==> src/pkg/decode_map.svh <==
`ifndef DECODE_MAP_SVH
`define DECODE_MAP_SVH

// Instruction word geometry
`define INSTR_W 12
`define OPC_HI 11
`define OPC_BYTE_LO 6
`define OPC_BIT_LO 8
`define OPC_JUMP_LO 9
`define DEST_POS 5
`define FILE_HI 4
`define BSEL_HI 7
`define BSEL_LO 5
`define LIT_HI 7
`define TARGET_HI 8

// Opcode patterns used by the classifier and timing logic
`define CTRL_PREFIX 7'h00
`define JUMP_OP 3'h5
`define CALL_OP 4'h9
`define RETLW_OP 4'h8
`define CLR_OP 6'h01
`define NOP_WORD 12'h000

// Identification store
`define ID_WORDS 4
`define ID_RESET 12'hfff

// Timing: oscillator periods per instruction cycle
`define OSC_PERIOD_NS 40
`define CYCLE_PERIODS 4

// Reset values
`define W_RESET 8'h00

`endif

==> src/pkg/decode_pkg.sv <==
package decode_pkg;

   // Oscillator quarter within one instruction cycle
   typedef enum logic [3:0] {
      PH_Q1 = 4'h1,
      PH_Q2 = 4'h2,
      PH_Q3 = 4'h4,
      PH_Q4 = 4'h8
   } phase_t;

   // Instruction class
   typedef enum logic [2:0] {
      CL_BYTE = 3'h1,
      CL_BIT = 3'h2,
      CL_LIT = 3'h4
   } op_class_t;

   // Phase generator state
   typedef struct packed {
      phase_t ph;
      logic start;
   } phase_state_t;

   // Identification store state
   typedef struct packed {
      logic [3:0][11:0] mem;
      logic [11:0] rdata;
      logic rvalid;
      logic prog_meta;
      logic prog;
   } id_state_t;

   // Decoder state
   typedef struct packed {
      logic [11:0] word;
      op_class_t cls;
      logic [5:0] opcode;
      logic dest_file;
      logic [6:0] faddr;
      logic [2:0] bsel;
      logic [7:0] bmask;
      logic [7:0] lit;
      logic [8:0] target;
      logic pc_wr;
      logic pc8_zero;
      logic wr_w;
      logic flushed;
      logic skip_seen;
      logic [7:0] w;
      logic file_wr;
      logic [7:0] file_wdata;
   } dec_state_t;

endpackage

==> src/rtl/cycle_phase.sv <==
`timescale 1ns/1ps
`include "decode_map.svh"

// Splits the oscillator into four-quarter instruction cycles
module cycle_phase
   import decode_pkg::*;
(
   // Clock and reset
   input wire logic clk,
   input wire logic rstn,
   // Phase outputs
   output phase_t phase,
   output logic cycle_start
);

   phase_state_t s_q; // Registered state
   phase_state_t s_d; // Next state

   // Rotate through the four quarters
   always_comb begin
      s_d = s_q;
      case (s_q.ph)
         PH_Q1: s_d.ph = PH_Q2;
         PH_Q2: s_d.ph = PH_Q3;
         PH_Q3: s_d.ph = PH_Q4;
         PH_Q4: s_d.ph = PH_Q1;
         default: s_d.ph = PH_Q1;
      endcase
      // One pulse as each new cycle opens
      s_d.start = (s_q.ph == PH_Q4);
   end

   // State register
   always_ff @(posedge clk) begin
      if (!rstn) begin
         s_q <= '{ph: PH_Q4, start: 1'b0};
      end else begin
         s_q <= s_d;
      end
   end

   assign phase = s_q.ph;
   assign cycle_start = s_q.start;
endmodule // cycle_phase

==> src/rtl/id_store.sv <==
`timescale 1ns/1ps
`include "decode_map.svh"

// Four identification words, reachable only in program/verify mode
module id_store
   import decode_pkg::*;
(
   // Clock and reset
   input wire logic clk,
   input wire logic rstn,
   // Program/verify pin, asynchronous
   input wire logic prog_pin,
   // Programmer access
   input wire logic [1:0] id_index,
   input wire logic [11:0] id_wdata,
   input wire logic id_wr,
   input wire logic id_rd,
   // Answers
   output logic [11:0] id_rdata,
   output logic id_rvalid,
   output logic prog_mode
);

   id_state_t s_q; // Registered state
   id_state_t s_d; // Next state

   // Access only while the synchronised mode level is high
   always_comb begin
      s_d = s_q;
      s_d.prog_meta = prog_pin;
      s_d.prog = s_q.prog_meta;
      s_d.rvalid = 1'b0;
      if (s_q.prog && id_wr) begin
         s_d.mem[id_index] = id_wdata;
      end
      if (s_q.prog && id_rd) begin
         s_d.rdata = s_q.mem[id_index];
         s_d.rvalid = 1'b1;
      end
   end

   // State register; words start erased
   always_ff @(posedge clk) begin
      if (!rstn) begin
         s_q <= '{mem: {`ID_WORDS{`ID_RESET}}, rdata: 12'h000,
                  rvalid: 1'b0, prog_meta: 1'b0, prog: 1'b0};
      end else begin
         s_q <= s_d;
      end
   end

   assign id_rdata = s_q.rdata;
   assign id_rvalid = s_q.rvalid;
   assign prog_mode = s_q.prog;
endmodule // id_store

==> src/rtl/instr_decode.sv <==
`timescale 1ns/1ps
`include "decode_map.svh"

// Operation
// - Four ID words, access only in programming
// - Each instruction is one 12-bit word
// - Classify byte, bit, or literal/control
// - Byte ops pick one of 32 files
// - Destination bit: 0 to W, 1 to file
// - Bit select chooses bit of file register
// - Literal is 8 bits, 9 for jump
// - Don't-care bits never change behaviour
// - File address space spans 0x00 to 0x7f
// - Working accumulator is implicit operand, destination
// - One cycle; taken test or branch two
// - Instruction cycle is four oscillator periods
// - Byte fields: opcode 11:6, d 5, f 4:0
// - Bit fields: opcode 11:8, b 7:5, f 4:0
// - Jump opcode 11:9, target 8:0
// - Non-jump program counter writes zero bit eight
module instr_decode
   import decode_pkg::*;
(
   // Clock and reset
   input wire logic clk,
   input wire logic rstn,
   // Program memory word
   input wire logic [11:0] instr_word,
   // Datapath feedback
   input wire logic cond_true,
   input wire logic [1:0] bank_sel,
   input wire logic [7:0] result_data,
   input wire logic result_valid,
   // Programming side
   input wire logic prog_pin,
   input wire logic [1:0] id_index,
   input wire logic [11:0] id_wdata,
   input wire logic id_wr,
   input wire logic id_rd,
   output logic [11:0] id_rdata,
   output logic id_rvalid,
   output logic prog_mode,
   // Cycle timing
   output phase_t phase,
   output logic cycle_start,
   // Decoded fields
   output op_class_t op_class,
   output logic [5:0] opcode,
   output logic dest_file,
   output logic [6:0] file_addr,
   output logic [2:0] bit_sel,
   output logic [7:0] bit_mask,
   output logic [7:0] literal,
   output logic [8:0] jump_target,
   // Flow control
   output logic pc_write,
   output logic pc_bit8_zero,
   output logic flushed,
   // Result routing
   output logic writes_w,
   output logic [7:0] w_value,
   output logic file_wr,
   output logic [7:0] file_wdata
);

   dec_state_t s_q; // Registered state
   dec_state_t s_d; // Next state
   logic [11:0] word_in; // Word actually decoded this cycle
   logic [7:0] mask_w; // One-hot bit mask of the incoming word
   logic discard; // Slot after a skip or branch is thrown away

   // Quarter generator; its outputs are registered in there, so phase
   // and cycle_start leave this block straight from flops
   cycle_phase cycle_phase_inst (
      .clk(clk),
      .rstn(rstn),
      .phase(phase),
      .cycle_start(cycle_start)
   );

   // Identification words; the mode pin is synchronised in there and
   // only the second flop of that pair reaches any logic
   id_store id_store_inst (
      .clk(clk),
      .rstn(rstn),
      .prog_pin(prog_pin),
      .id_index(id_index),
      .id_wdata(id_wdata),
      .id_wr(id_wr),
      .id_rd(id_rd),
      .id_rdata(id_rdata),
      .id_rvalid(id_rvalid),
      .prog_mode(prog_mode)
   );

   // Discard the prefetched word after a skip or branch, and while
   // programming so that the core never executes during verify.
   // cond_true is used directly, not only through skip_seen, so that a
   // test decided on the last quarter edge still catches the word
   // sampled on that same edge. Program mode discards too but is not
   // reported as flushed: nothing was skipped, the core is only held.
   always_comb begin
      discard = s_q.skip_seen || cond_true || s_q.pc_wr;
      if (discard || prog_mode) begin
         word_in = `NOP_WORD;
      end else begin
         word_in = instr_word;
      end
   end

   // Bit mask, one decoder per bit position; held in a register so
   // the datapath needs no shifter of its own in a bit cycle
   for (genvar i = 0; i < 8; i++) begin : g_mask
      assign mask_w[i] = (word_in[`BSEL_HI:`BSEL_LO] == 3'(i));
   end

   // Decode at each cycle boundary, route results during the cycle.
   // Fields are taken only on the last quarter edge; the fetch bus is
   // not promised stable in the other three quarters. A result that
   // arrives on that same edge is dropped, since the fields are about
   // to change under it; the datapath must strobe in quarters one to
   // three.
   always_comb begin
      s_d = s_q;
      s_d.file_wr = 1'b0;
      // Skip request kept until the boundary; clear at the boundary wins over set
      if (cond_true) begin
         s_d.skip_seen = 1'b1;
      end
      if (phase == PH_Q4) begin
         s_d.word = word_in;
         s_d.flushed = discard && !prog_mode;
         s_d.skip_seen = 1'b0;
         s_d.faddr = {bank_sel, word_in[`FILE_HI:0]};
         s_d.dest_file = word_in[`DEST_POS];
         s_d.bsel = word_in[`BSEL_HI:`BSEL_LO];
         s_d.bmask = mask_w;
         s_d.lit = word_in[`LIT_HI:0];
         s_d.target = word_in[`TARGET_HI:0];
         s_d.pc_wr = 1'b0;
         s_d.pc8_zero = 1'b0;
         s_d.wr_w = 1'b0;
         // Class from the top bits only
         if (word_in[`OPC_HI]) begin
            s_d.cls = CL_LIT;
            s_d.opcode = {2'b00, word_in[`OPC_HI:`OPC_BIT_LO]};
            s_d.dest_file = 1'b0;
            if (word_in[`OPC_HI:`OPC_JUMP_LO] == `JUMP_OP) begin
               // Jump keeps all nine target bits
               s_d.opcode = {3'b000, word_in[`OPC_HI:`OPC_JUMP_LO]};
               s_d.pc_wr = 1'b1;
            end else if (word_in[`OPC_HI:`OPC_BIT_LO] == `CALL_OP ||
                         word_in[`OPC_HI:`OPC_BIT_LO] == `RETLW_OP) begin
               s_d.pc_wr = 1'b1;
               s_d.pc8_zero = 1'b1;
               s_d.target = {1'b0, word_in[`LIT_HI:0]};
               s_d.wr_w = (word_in[`OPC_HI:`OPC_BIT_LO] == `RETLW_OP);
            end else begin
               // Literal arithmetic lands in W
               s_d.wr_w = word_in[`OPC_HI - 1];
            end
         end else if (word_in[`OPC_HI - 1]) begin
            s_d.cls = CL_BIT;
            s_d.opcode = {2'b00, word_in[`OPC_HI:`OPC_BIT_LO]};
            s_d.dest_file = 1'b1;
         end else if (word_in[`OPC_HI:`DEST_POS] == `CTRL_PREFIX) begin
            // Short control words live in the byte encoding space
            s_d.cls = CL_LIT;
            s_d.opcode = 6'h00;
            s_d.dest_file = 1'b0;
         end else begin
            s_d.cls = CL_BYTE;
            s_d.opcode = word_in[`OPC_HI:`OPC_BYTE_LO];
            s_d.wr_w = !word_in[`DEST_POS];
            // Clear-W ignores its file field, whatever it holds
            if (word_in[`OPC_HI:`OPC_BYTE_LO] == `CLR_OP &&
                !word_in[`DEST_POS]) begin
               s_d.faddr = {bank_sel, 5'h00};
            end
         end
      end else if (result_valid && !s_q.flushed) begin
         // Datapath result goes to W or back to the file
         if (s_q.wr_w) begin
            s_d.w = result_data;
         end else if (s_q.cls != CL_LIT) begin
            s_d.file_wr = 1'b1;
            s_d.file_wdata = result_data;
         end
      end
   end

   // State register; reset only synchronously, so the decoder comes
   // out of reset on a NOP with W cleared and nothing pending
   always_ff @(posedge clk) begin
      if (!rstn) begin
         s_q <= '{word: `NOP_WORD, cls: CL_LIT, opcode: 6'h00,
                  dest_file: 1'b0, faddr: 7'h00, bsel: 3'h0,
                  bmask: 8'h01, lit: 8'h00, target: 9'h000,
                  pc_wr: 1'b0, pc8_zero: 1'b0, wr_w: 1'b0,
                  flushed: 1'b0, skip_seen: 1'b0, w: `W_RESET,
                  file_wr: 1'b0, file_wdata: 8'h00};
      end else begin
         s_q <= s_d;
      end
   end

   // Outputs straight from the state register, so no output of this
   // block has a combinational path from any input
   assign op_class = s_q.cls;
   assign opcode = s_q.opcode;
   assign dest_file = s_q.dest_file;
   assign file_addr = s_q.faddr;
   assign bit_sel = s_q.bsel;
   assign bit_mask = s_q.bmask;
   assign literal = s_q.lit;
   assign jump_target = s_q.target;
   assign pc_write = s_q.pc_wr;
   assign pc_bit8_zero = s_q.pc8_zero;
   assign flushed = s_q.flushed;
   assign writes_w = s_q.wr_w;
   assign w_value = s_q.w;
   assign file_wr = s_q.file_wr;
   assign file_wdata = s_q.file_wdata;
endmodule // instr_decode

==> config.mk <==
export PLATFORM = sky130hd
export DESIGN_NAME = instr_decode
export DESIGN_NICKNAME = d
export VERILOG_FILES = /design/src/pkg/decode_pkg.sv /design/src/rtl/cycle_phase.sv /design/src/rtl/id_store.sv /design/src/rtl/instr_decode.sv
export VERILOG_INCLUDE_DIRS = /design/src /design/src/pkg
export SDC_FILE = /design/constraint.sdc
export NUM_CORES = 1
export LEC_CHECK = 0
export BUFFER_PORTS_ARGS = -buffer_cell sky130_fd_sc_hd__buf_2
export CAP_MARGIN = 25
export CORE_MARGIN = 2
export CORE_UTILIZATION = 35
export DETAILED_ROUTE_END_ITERATION = 12
export HOLD_SLACK_MARGIN = 0.08
export PLACE_DENSITY = 0.6
export SYNTH_ARGS = -nofsm -noshare
export SYNTH_HDL_FRONTEND = slang
export SYNTH_HIERARCHICAL = 1
export SYNTH_SLANG_ARGS = --single-unit
==> constraint.sdc <==
create_clock -name clk -period 4 [get_ports clk]
set_input_delay 1 -clock clk [delete_from_list [all_inputs] [get_ports clk]]
set_output_delay 1 -clock clk [all_outputs]
set_load 0.05 [all_outputs]
**Word-level counts from Yosys, hierarchy flattened**

Cells that the tools add are included.

- Register bits after elaboration: 135
- Input port bits: 43
- Output and inout port bits: 85
- Logic and storage cells: 94

- Magnitude comparators: 2
- Equal/unequal tests: 16
- Muxes and demuxes: 27
- Bitwise gates (word level): 4
- Reduce and logical (&&, ||, !) cells: 19

Operators with widths:

| kind | count |
|---|---|
| bitwise mux 48 bit | 1 |
| two-way mux 12 bit | 3 |
| two-way mux 9 bit | 3 |
| binary-select mux 12 bit (select 2 bit) | 1 |
| demux 12 bit (select 2 bit) | 1 |
| two-way mux 11 bit | 2 |
| two-way mux 10 bit | 2 |
| two-way mux 5 bit | 4 |
| == test 3 bit, second input constant | 5 |
| == test 4 bit, second input constant | 3 |
| one-hot mux 4 bit (3 select lines) | 1 |
| logical NOT 7 bit | 1 |
| two-way mux 1 bit | 7 |
| == test 3 x 2 -> 1 bit, second input constant | 2 |
| == test 6 x 1 -> 1 bit, second input constant | 1 |
| logical AND 1 bit | 6 |
| == test 4 x 1 -> 1 bit, second input constant | 1 |
| == test 4 x 2 -> 1 bit, second input constant | 1 |
| == test 4 x 3 -> 1 bit, second input constant | 1 |
| logical OR 1 bit | 4 |
| two-way mux 4 bit | 1 |
| NOT 1 bit | 4 |
| AND reduction 4 bit | 1 |
| OR reduction 4 bit | 1 |
| other kinds (9) | 11 |

**Longest topological paths before layout**

Gate-level depths: netlist of the first run.

- Word-level depth: 10
- Depth in mapped cells: 7
- Depth with buffers taken out: 4

**Modules after synthesis**

Netlist of the first run, hierarchy kept.

By module, submodules not included:

| module | times used | cells each | area each (um2) | sequential area each (um2) |
|---|---|---|---|---|
| id_store | 1 | 304 | 2682.6 | 1261.2 |
| instr_decode | 1 | 278 | 2625.0 | 1081.0 |
| cycle_phase | 1 | 14 | 173.9 | 100.1 |

**Worst setup path after synthesis of the first run**

OpenSTA, ideal clock, no wires.

- Kind: input to register
- Start: in cond_true
- End: reg s_q (netlist bit file_addr[0])
- Library setup time: 59 ps
- Arrival: 2105 ps
- Required time: 3941 ps
- Setup slack: 1836 ps
- Stages on the path: 5
- Buffers on the path: 1
- Cells stage by stage: nor4_1 -> buf_2 -> nand3_1 -> a31oi_2 -> a22o_1

- Cells in the longest elaborated chain, start to end: 10
- Elaborated cells between the ends (all ways): 12
- Those cells by class: eq/ne: 1; mux: 5; reduce/logical: 6

Ends and longest elaborated chain:

| what | line | RTL |
|---|---|---|
| start, declared | instr_decode.sv:30 | `input wire logic cond_true,` |
| logical OR 1 bit * (2 in a row) | instr_decode.sv:103 | `discard = s_q.skip_seen \|\| cond_true \|\| s_q.pc_wr;` |
| logical OR 1 bit * | instr_decode.sv:104 | `if (discard \|\| prog_mode) begin` |
| two-way mux 12 bit * | instr_decode.sv:104 |  |
| == test 6 x 1 -> 1 bit (no line) or logical NOT 1 bit (tied branches) | - |  |
| logical AND 1 bit | instr_decode.sv:176 | `` if (word_in[`OPC_HI:`OPC_BYTE_LO] == `CLR_OP && `` |
| two-way mux 5 bit | instr_decode.sv:176 |  |
| two-way mux 5 bit | instr_decode.sv:166 | `` end else if (word_in[`OPC_HI:`DEST_POS] == `CTRL_PREFIX) begin `` |
| two-way mux 5 bit | instr_decode.sv:162 | `` end else if (word_in[`OPC_HI - 1]) begin `` |
| two-way mux 5 bit * | instr_decode.sv:144 | `` if (word_in[`OPC_HI]) begin `` |
| end signal, assigned | instr_decode.sv:196 | `` s_q <= '{word: `NOP_WORD, cls: CL_LIT, opcode: 6'h00, `` |
| end, declared | instr_decode.sv:66 | `dec_state_t s_q;` |

Every way passes the cells marked *; elsewhere a longest branch is shown, timed or not.
A chain may end at the register's enable or synchronous reset.

**Worst setup path in the final report of the first run**

- Start: reg id_store_inst.s_q (netlist bit id_store_inst/prog_mode)
- End: out prog_mode

RTL lines:

| what | line | RTL |
|---|---|---|
| start, declared | id_store.sv:24 | `id_state_t s_q;` |
| start signal, assigned | id_store.sv:45 | `` s_q <= '{mem: {`ID_WORDS{`ID_RESET}}, rdata: 12'h000, `` |
| end, declared | instr_decode.sv:42 | `output logic prog_mode,` |

No word-level cell between the ends.

==> results of run 1 <==
[logic make-up (layout without fill, tap and decap cells)]
group	count (synthesis)	after routing	share of synthesized area, %
and+or+nand+nor	241	241	21.8
DFF	122	122	44.6
buffers and inverters	116	165	14.5
AOI/OAI and AO/OA	74	74	11.2
muxes	40	40	7.58
xor gates and xnor gates	2	2	0.320
other	1	2	0.0684
[metal layers]
| layer | up-vias | GRT usage [%] | wire, um |
|---|---|---|---|
| met3 | 18 | 4.38 | 804 |
| met2 | 148 | 25.4 | 6350 |
| met1 | 1997 | 18.8 | 5610 |
| met5 | - | 0 | 13 |
| met4 | 2 | 7.42 | 235 |
| li1 | 2059 | - | - |
[per-stage QoR]
| step | cells | hold WS (ns) | cell area [um^2] | utilization [%] |
|---|---|---|---|---|
| CTS | 857 | 0.436 | 6230 | 40.8 |
| finish | 857 | 0.433 | 6230 | 40.8 |
| detailed placement | 827 | 0.422 | 5640 | 37.0 |
| global route | 857 | 0.463 | 6230 | 40.8 |
| global placement | 827 | 0.416 | 5640 | 37.0 |
| floorplan | 597 | 0.412 | 5490 | - |
[synth_stat cells (3+ instances only)]
library cell	n
a21boi_0	7
a22o_1	11
a22oi_1	14
a32oi_1	4
and2_1	5
buf_2	13
buf_4	75
buf_6	6
clkbuf_1	16
dfxtp_1	122
inv_1	4
mux2_2	12
mux2i_1	28
nand2_1	115
nand3_1	52
nand4b_1	3
nor2_1	12
nor2b_1	28
nor3_1	4
nor4b_1	3
o21ai_0	5
o31ai_1	12
[registers in the layout, summed over array words and instances (netlist names), 4 cells and up]
name / count
file_addr: 7
opcode: 4
bit_mask: 8
literal: 5
cycle_phase_inst/phase: 4
file_wdata: 8
id_store_inst/s_q: 48
w_value: 8
id_store_inst/id_rdata: 12
[power groups by stage]
stage	combinational (mW)	clock (mW)	sequential, mW
after floorplan	0.231	0	1.31
after global placement	0.290	0	1.29
after detailed placement	0.294	0	1.30
after CTS	0.294	1.55	1.27
after global routing	0.314	1.61	1.27
final	0.294	1.51	1.27
[path summary, 6_finish.rpt]
check	start	endpoint	slack [ns]	depth (start not counted)
setup / recovery	id_store_inst/prog_mode	prog_mode	1.53	1
setup reg to reg	cycle_phase_inst/phase[1]	file_wdata[1]	1.90	5
hold reg to reg	id_store_inst/s_d[0]	id_store_inst/prog_mode	0.43	1
hold / removal	id_store_inst/s_d[0]	id_store_inst/prog_mode	0.43	1
[area by class of cell]
class                           instances  area share, %
Sequential cell                       122           39.2
Inverter                                4          0.241
Clock buffer                           23           8.00
Clock inverter                          7           1.45
Tap cell                              211           4.24
Multi-Input combinational cell        359           36.1
Timing Repair Buffer                  131           10.8
==> out/results.ini, run 1 <==
[run_status]
status = complete, no violations

[finish]
multiInputGateArea_mm2 = 0.00225
relative_area_change_from_synthesis_to_final_layout_pct = 13.6
most-common-layout-cells = buf_2 (125), dfxtp_1 (122), nand2_1 (115)
nets = 678
mostFrequentLayoutCell = buf_2
antenna_cells = 0
seq_area_mm2 = 0.00244
layout_cells_sized_above_1_pct = 28.2
fillCellCount = 1517

[setup_path]
timing.critical_path.slowest_stage_cell = dfxtp_1
crit_path_start_kind = flip-flop
critPathTopFamily = flip-flops
cpPeakStageDelay_ns = 0.67
cp.arrival_ns = 1.47
timing.critical_path.cells = buf_2
endpoint_kind = output pin
required_time_of_the_worst_setup_path_ns = 3.00
critical_path_peak_fanout = 15
critPathBufInv = 1
setup.worst_path.class = flip-flop to output pin

[sta]
timing.final.setup_violations = 0
final.period_utilization_pct = 61.7
finalSetupTns_ns = 0
period_minus_slack_ns = 2.47
grt_setup_unrepaired = no
slew-limit-headroom_pct = 41.7
hold_viol_final = 0
fin_ws_ns = 1.53
clock_skew_ns = 0.00887
tightest_slew_ns = 0.874
fmax_mhz = 405
slew_viol_final = 0

[floorplan]
die_h_um = 129
floorplan.core_area_mm2 = 0.0153
floorplan.rows = 45
boundaryPins = 128
dieArea_mm2 = 0.0167
start_util_pct = 35.9
chipWidth_um = 129

[global_route]
gr-total-overflow = 0
grt_usage_pct = 15.5
grt_pass1_wl_um = 20100
grt_max_degree = 53
grt_pass1_vias = 3890
antenna_found_initial = 1

[power]
peakVddDrop_uv = 284
internal-power_mw = 2.32
power.share.combinational_pct = 9.6
p_leak_nw = 2.77
cellPowerDensity_mw_per_mm2 = 493
power.switching_fraction_pct = 24.4
sw_power_mw = 0.751
clockPowerShare_pct = 49.1
pwr-share-seq_pct = 41.4
total_power_mw = 3.07

[yosys]
async_flop_share_pct = 0
synth_largest_type_area_fraction_pct = 44.6
number_of_storage_elements_in_the_synthesis_netlist = 122
syn-instance-count = 596
syn_area_mm2 = 0.00548
main_area_contributors_after_synthesis = dfxtp_1 (45%), buf_4 (10%), nand2_1 (7.9%)
synth-edff-count = 0
yosys.area.top_type = dfxtp_1
ys_seq_area_share_pct = 44.6
ys_warn_count = 6
synth.avg_cell_area_um2 = 9.20
dominantRegCellSynth = dfxtp_1
synthDistinctLibCells = 55

[routing]
drc_errors = 0
postRouteAntennaNets = 0
detail_route.wirelength_um = 13000
detail_route.iter0.violations = 322
via_count = 4224
detail_route.wl_per_cell_um = 15.2
drt-pass1-iter-count = 4
routed_via_density = 4.93

[cts]
clockBufferDepth = 2
clock_pin_slew_of_the_registers_on_the_worst_case_setup_and_hold_paths_ns = 0.05
clock-root-buffer = clkbuf_16
cts-htree-levels = 4
numCtsBuffers = 17
cts_hold_buffers = 0
clkSinkCount = 122
worstSkewPairLatency_ns = 0.41
cts_setup_buffers = 0
cts_tree = yes
cts_repair_resize_count = 0

[hold_path]
hp-class = flip-flop to flip-flop

[placement]
hpwl_um = 8730
dp_slack_ns = 1.20
placement.io_buffers = 125
globalplace.congestion = 0.795

[flow_run]
maxCapViolCount = 0

(Power assumes the default switching activity.)
==> inputs of run 2 (changes only) <==
--- a/config.mk
+++ b/config.mk
@@ -12,7 +12,7 @@
 export CORE_UTILIZATION = 35
 export DETAILED_ROUTE_END_ITERATION = 12
 export HOLD_SLACK_MARGIN = 0.08
-export PLACE_DENSITY = 0.6
+export PLACE_DENSITY = 0.62
 export SYNTH_ARGS = -nofsm -noshare
 export SYNTH_HDL_FRONTEND = slang
 export SYNTH_HIERARCHICAL = 1
==> constraint.sdc (replaced) <==
create_clock -name clk -period 2.19 [get_ports clk]
set_input_delay 0.5475 -clock clk [delete_from_list [all_inputs] [get_ports clk]]
set_output_delay 0.5475 -clock clk [all_outputs]
set_load 0.05 [all_outputs]
==> out/results.ini, run 2 (synthesized netlist as in run 1, its figures left out) <==
[run_status]
status = complete, no violations

[floorplan]
dieArea_mm2 = 0.0167
chipWidth_um = 129
die_h_um = 129
start_util_pct = 35.9
boundaryPins = 128
floorplan.rows = 45
floorplan.core_area_mm2 = 0.0153

[routing]
via_count = 4243
drc_errors = 0
drt-pass1-iter-count = 4
detail_route.wl_per_cell_um = 14.8
detail_route.iter0.violations = 297
postRouteAntennaNets = 0
detail_route.wirelength_um = 12900
routed_via_density = 4.87

[finish]
layout_cells_sized_above_1_pct = 30.0
nets = 691
regMostFlops = id_store_inst/s_q
mostFrequentLayoutCell = buf_2
largest_register_ffs = 48
most-common-layout-cells = buf_2 (125), dfxtp_1 (122), nand2_1 (115)
relative_area_change_from_synthesis_to_final_layout_pct = 16.0
antenna_cells = 0

[sta]
finalSetupTns_ns = 0
hold_viol_final = 0
clock_skew_ns = 0.00878
fmax_mhz = 512
tightest_slew_ns = 0.713
grt_setup_unrepaired = no
slew_viol_final = 0
hold-worst-slack_ns = 0.351
timing.final.setup_violations = 0
period_minus_slack_ns = 1.95
final.period_utilization_pct = 89.2
slew-limit-headroom_pct = 52.5

[cts]
cts_hold_buffers = 0
clockBufferDepth = 2
clkSinkCount = 122
cts_repair_resize_count = 0
worstSkewPairLatency_ns = 0.41
clock_pin_slew_of_the_registers_on_the_worst_case_setup_and_hold_paths_ns = 0.05
cts_setup_buffers = 0
numCtsBuffers = 17
clock-root-buffer = clkbuf_16
cts-htree-levels = 4
cts_tree = yes

[global_route]
antenna_found_initial = 0
grt_max_degree = 69
grt_pass1_vias = 4040
grt_pass1_wl_um = 20000
grt_usage_pct = 15.4
gr-total-overflow = 0

[setup_path]
timing.critical_path.depth = 1
crit_path_start_kind = flip-flop
endpoint_kind = output pin
worst_r2r_path_depth = 6
critPathBufInv = 1
cpPeakStageDelay_ns = 0.62
timing.critical_path.cells = buf_2
timing.critical_path.slowest_stage_cell = dfxtp_1
critical_path_peak_fanout = 15
cp.arrival_ns = 1.41
critPathTopFamily = flip-flops
required_time_of_the_worst_setup_path_ns = 1.64
setup.worst_path.class = flip-flop to output pin

[power]
p_leak_nw = 2.82
sw_power_mw = 1.44
pwr-share-seq_pct = 41.0
peakVddDrop_uv = 557
clockPowerShare_pct = 49.3
power.share.combinational_pct = 9.7
internal-power_mw = 4.21
cellPowerDensity_mw_per_mm2 = 889
power.switching_fraction_pct = 25.5

[placement]
globalplace.congestion = 0.801
hpwl_um = 9130
placement.io_buffers = 125

[hold_path]
worst_hold_path_depth = 2
hp-class = input port to flip-flop

[flow_run]
maxCapViolCount = 0

==> run 2: final cells by class <==
type / instances / area (um^2)
Tap cell: 211 / 264
Multi-Input combinational cell: 359 / 2250
Inverter: 4 / 15.0
Clock buffer: 20 / 467
Timing Repair Buffer: 144 / 781
Fill cell: 1511 / 8900
Clock inverter: 12 / 140
Sequential cell: 122 / 2440
==> run 2: metrics by stage <==
stage	instances	power [mW]	cell area, um^2	util (%)	setup slack [ns]
after floorplan	597	2.81	5490	-	0.171
after global placement	840	2.90	5750	37.7	0.287
after detailed placement	840	2.92	5750	37.7	0.231
after CTS	872	5.71	6360	41.7	0.192
after global routing	872	5.85	6360	41.7	0.122
final	872	5.65	6360	41.7	0.236
==> run 2: power by group through the flow <==
stage	registers [mW]	logic, mW	clock network (mW)
global route	2.33	0.586	2.94
global placement	2.36	0.539	0
floorplan	2.39	0.421	0
detailed placement	2.37	0.549	0
CTS	2.32	0.550	2.84
finish	2.32	0.548	2.79
==> run 2: path summary, 6_finish.rpt <==
path	endpoint	slack, ns	from
setup reg to reg	file_wdata[1]	0.38	cycle_phase_inst/phase[1]
hold / removal	id_store_inst/s_d[0]	0.35	prog_pin
hold reg to reg	id_store_inst/prog_mode	0.43	id_store_inst/s_d[0]
setup / recovery	prog_mode	0.24	id_store_inst/prog_mode
==> run 2: routing by layer <==
metal  vias to the layer above  part of all wire [%]  wire, um  GRT usage, %
met5                         -                     0         0             0
met4                         0                   1.7       214          6.27
met3                        19                   4.9       626          3.76
met2                       129                    50      6480          26.7
met1                      2006                    43      5570          18.3
li1                       2089                     -         -             -
==> run 2: worst register-to-register path: cells and delay by family (launching register included) <==
| kind | cells | cell delay [ns] |
|---|---|---|
| flops | 1 | 0.53 |
| buf+inv | 2 | 0.46 |
| compound gates | 1 | 0.33 |
| mux | 1 | 0.21 |
| simple gates | 2 | 0.17 |
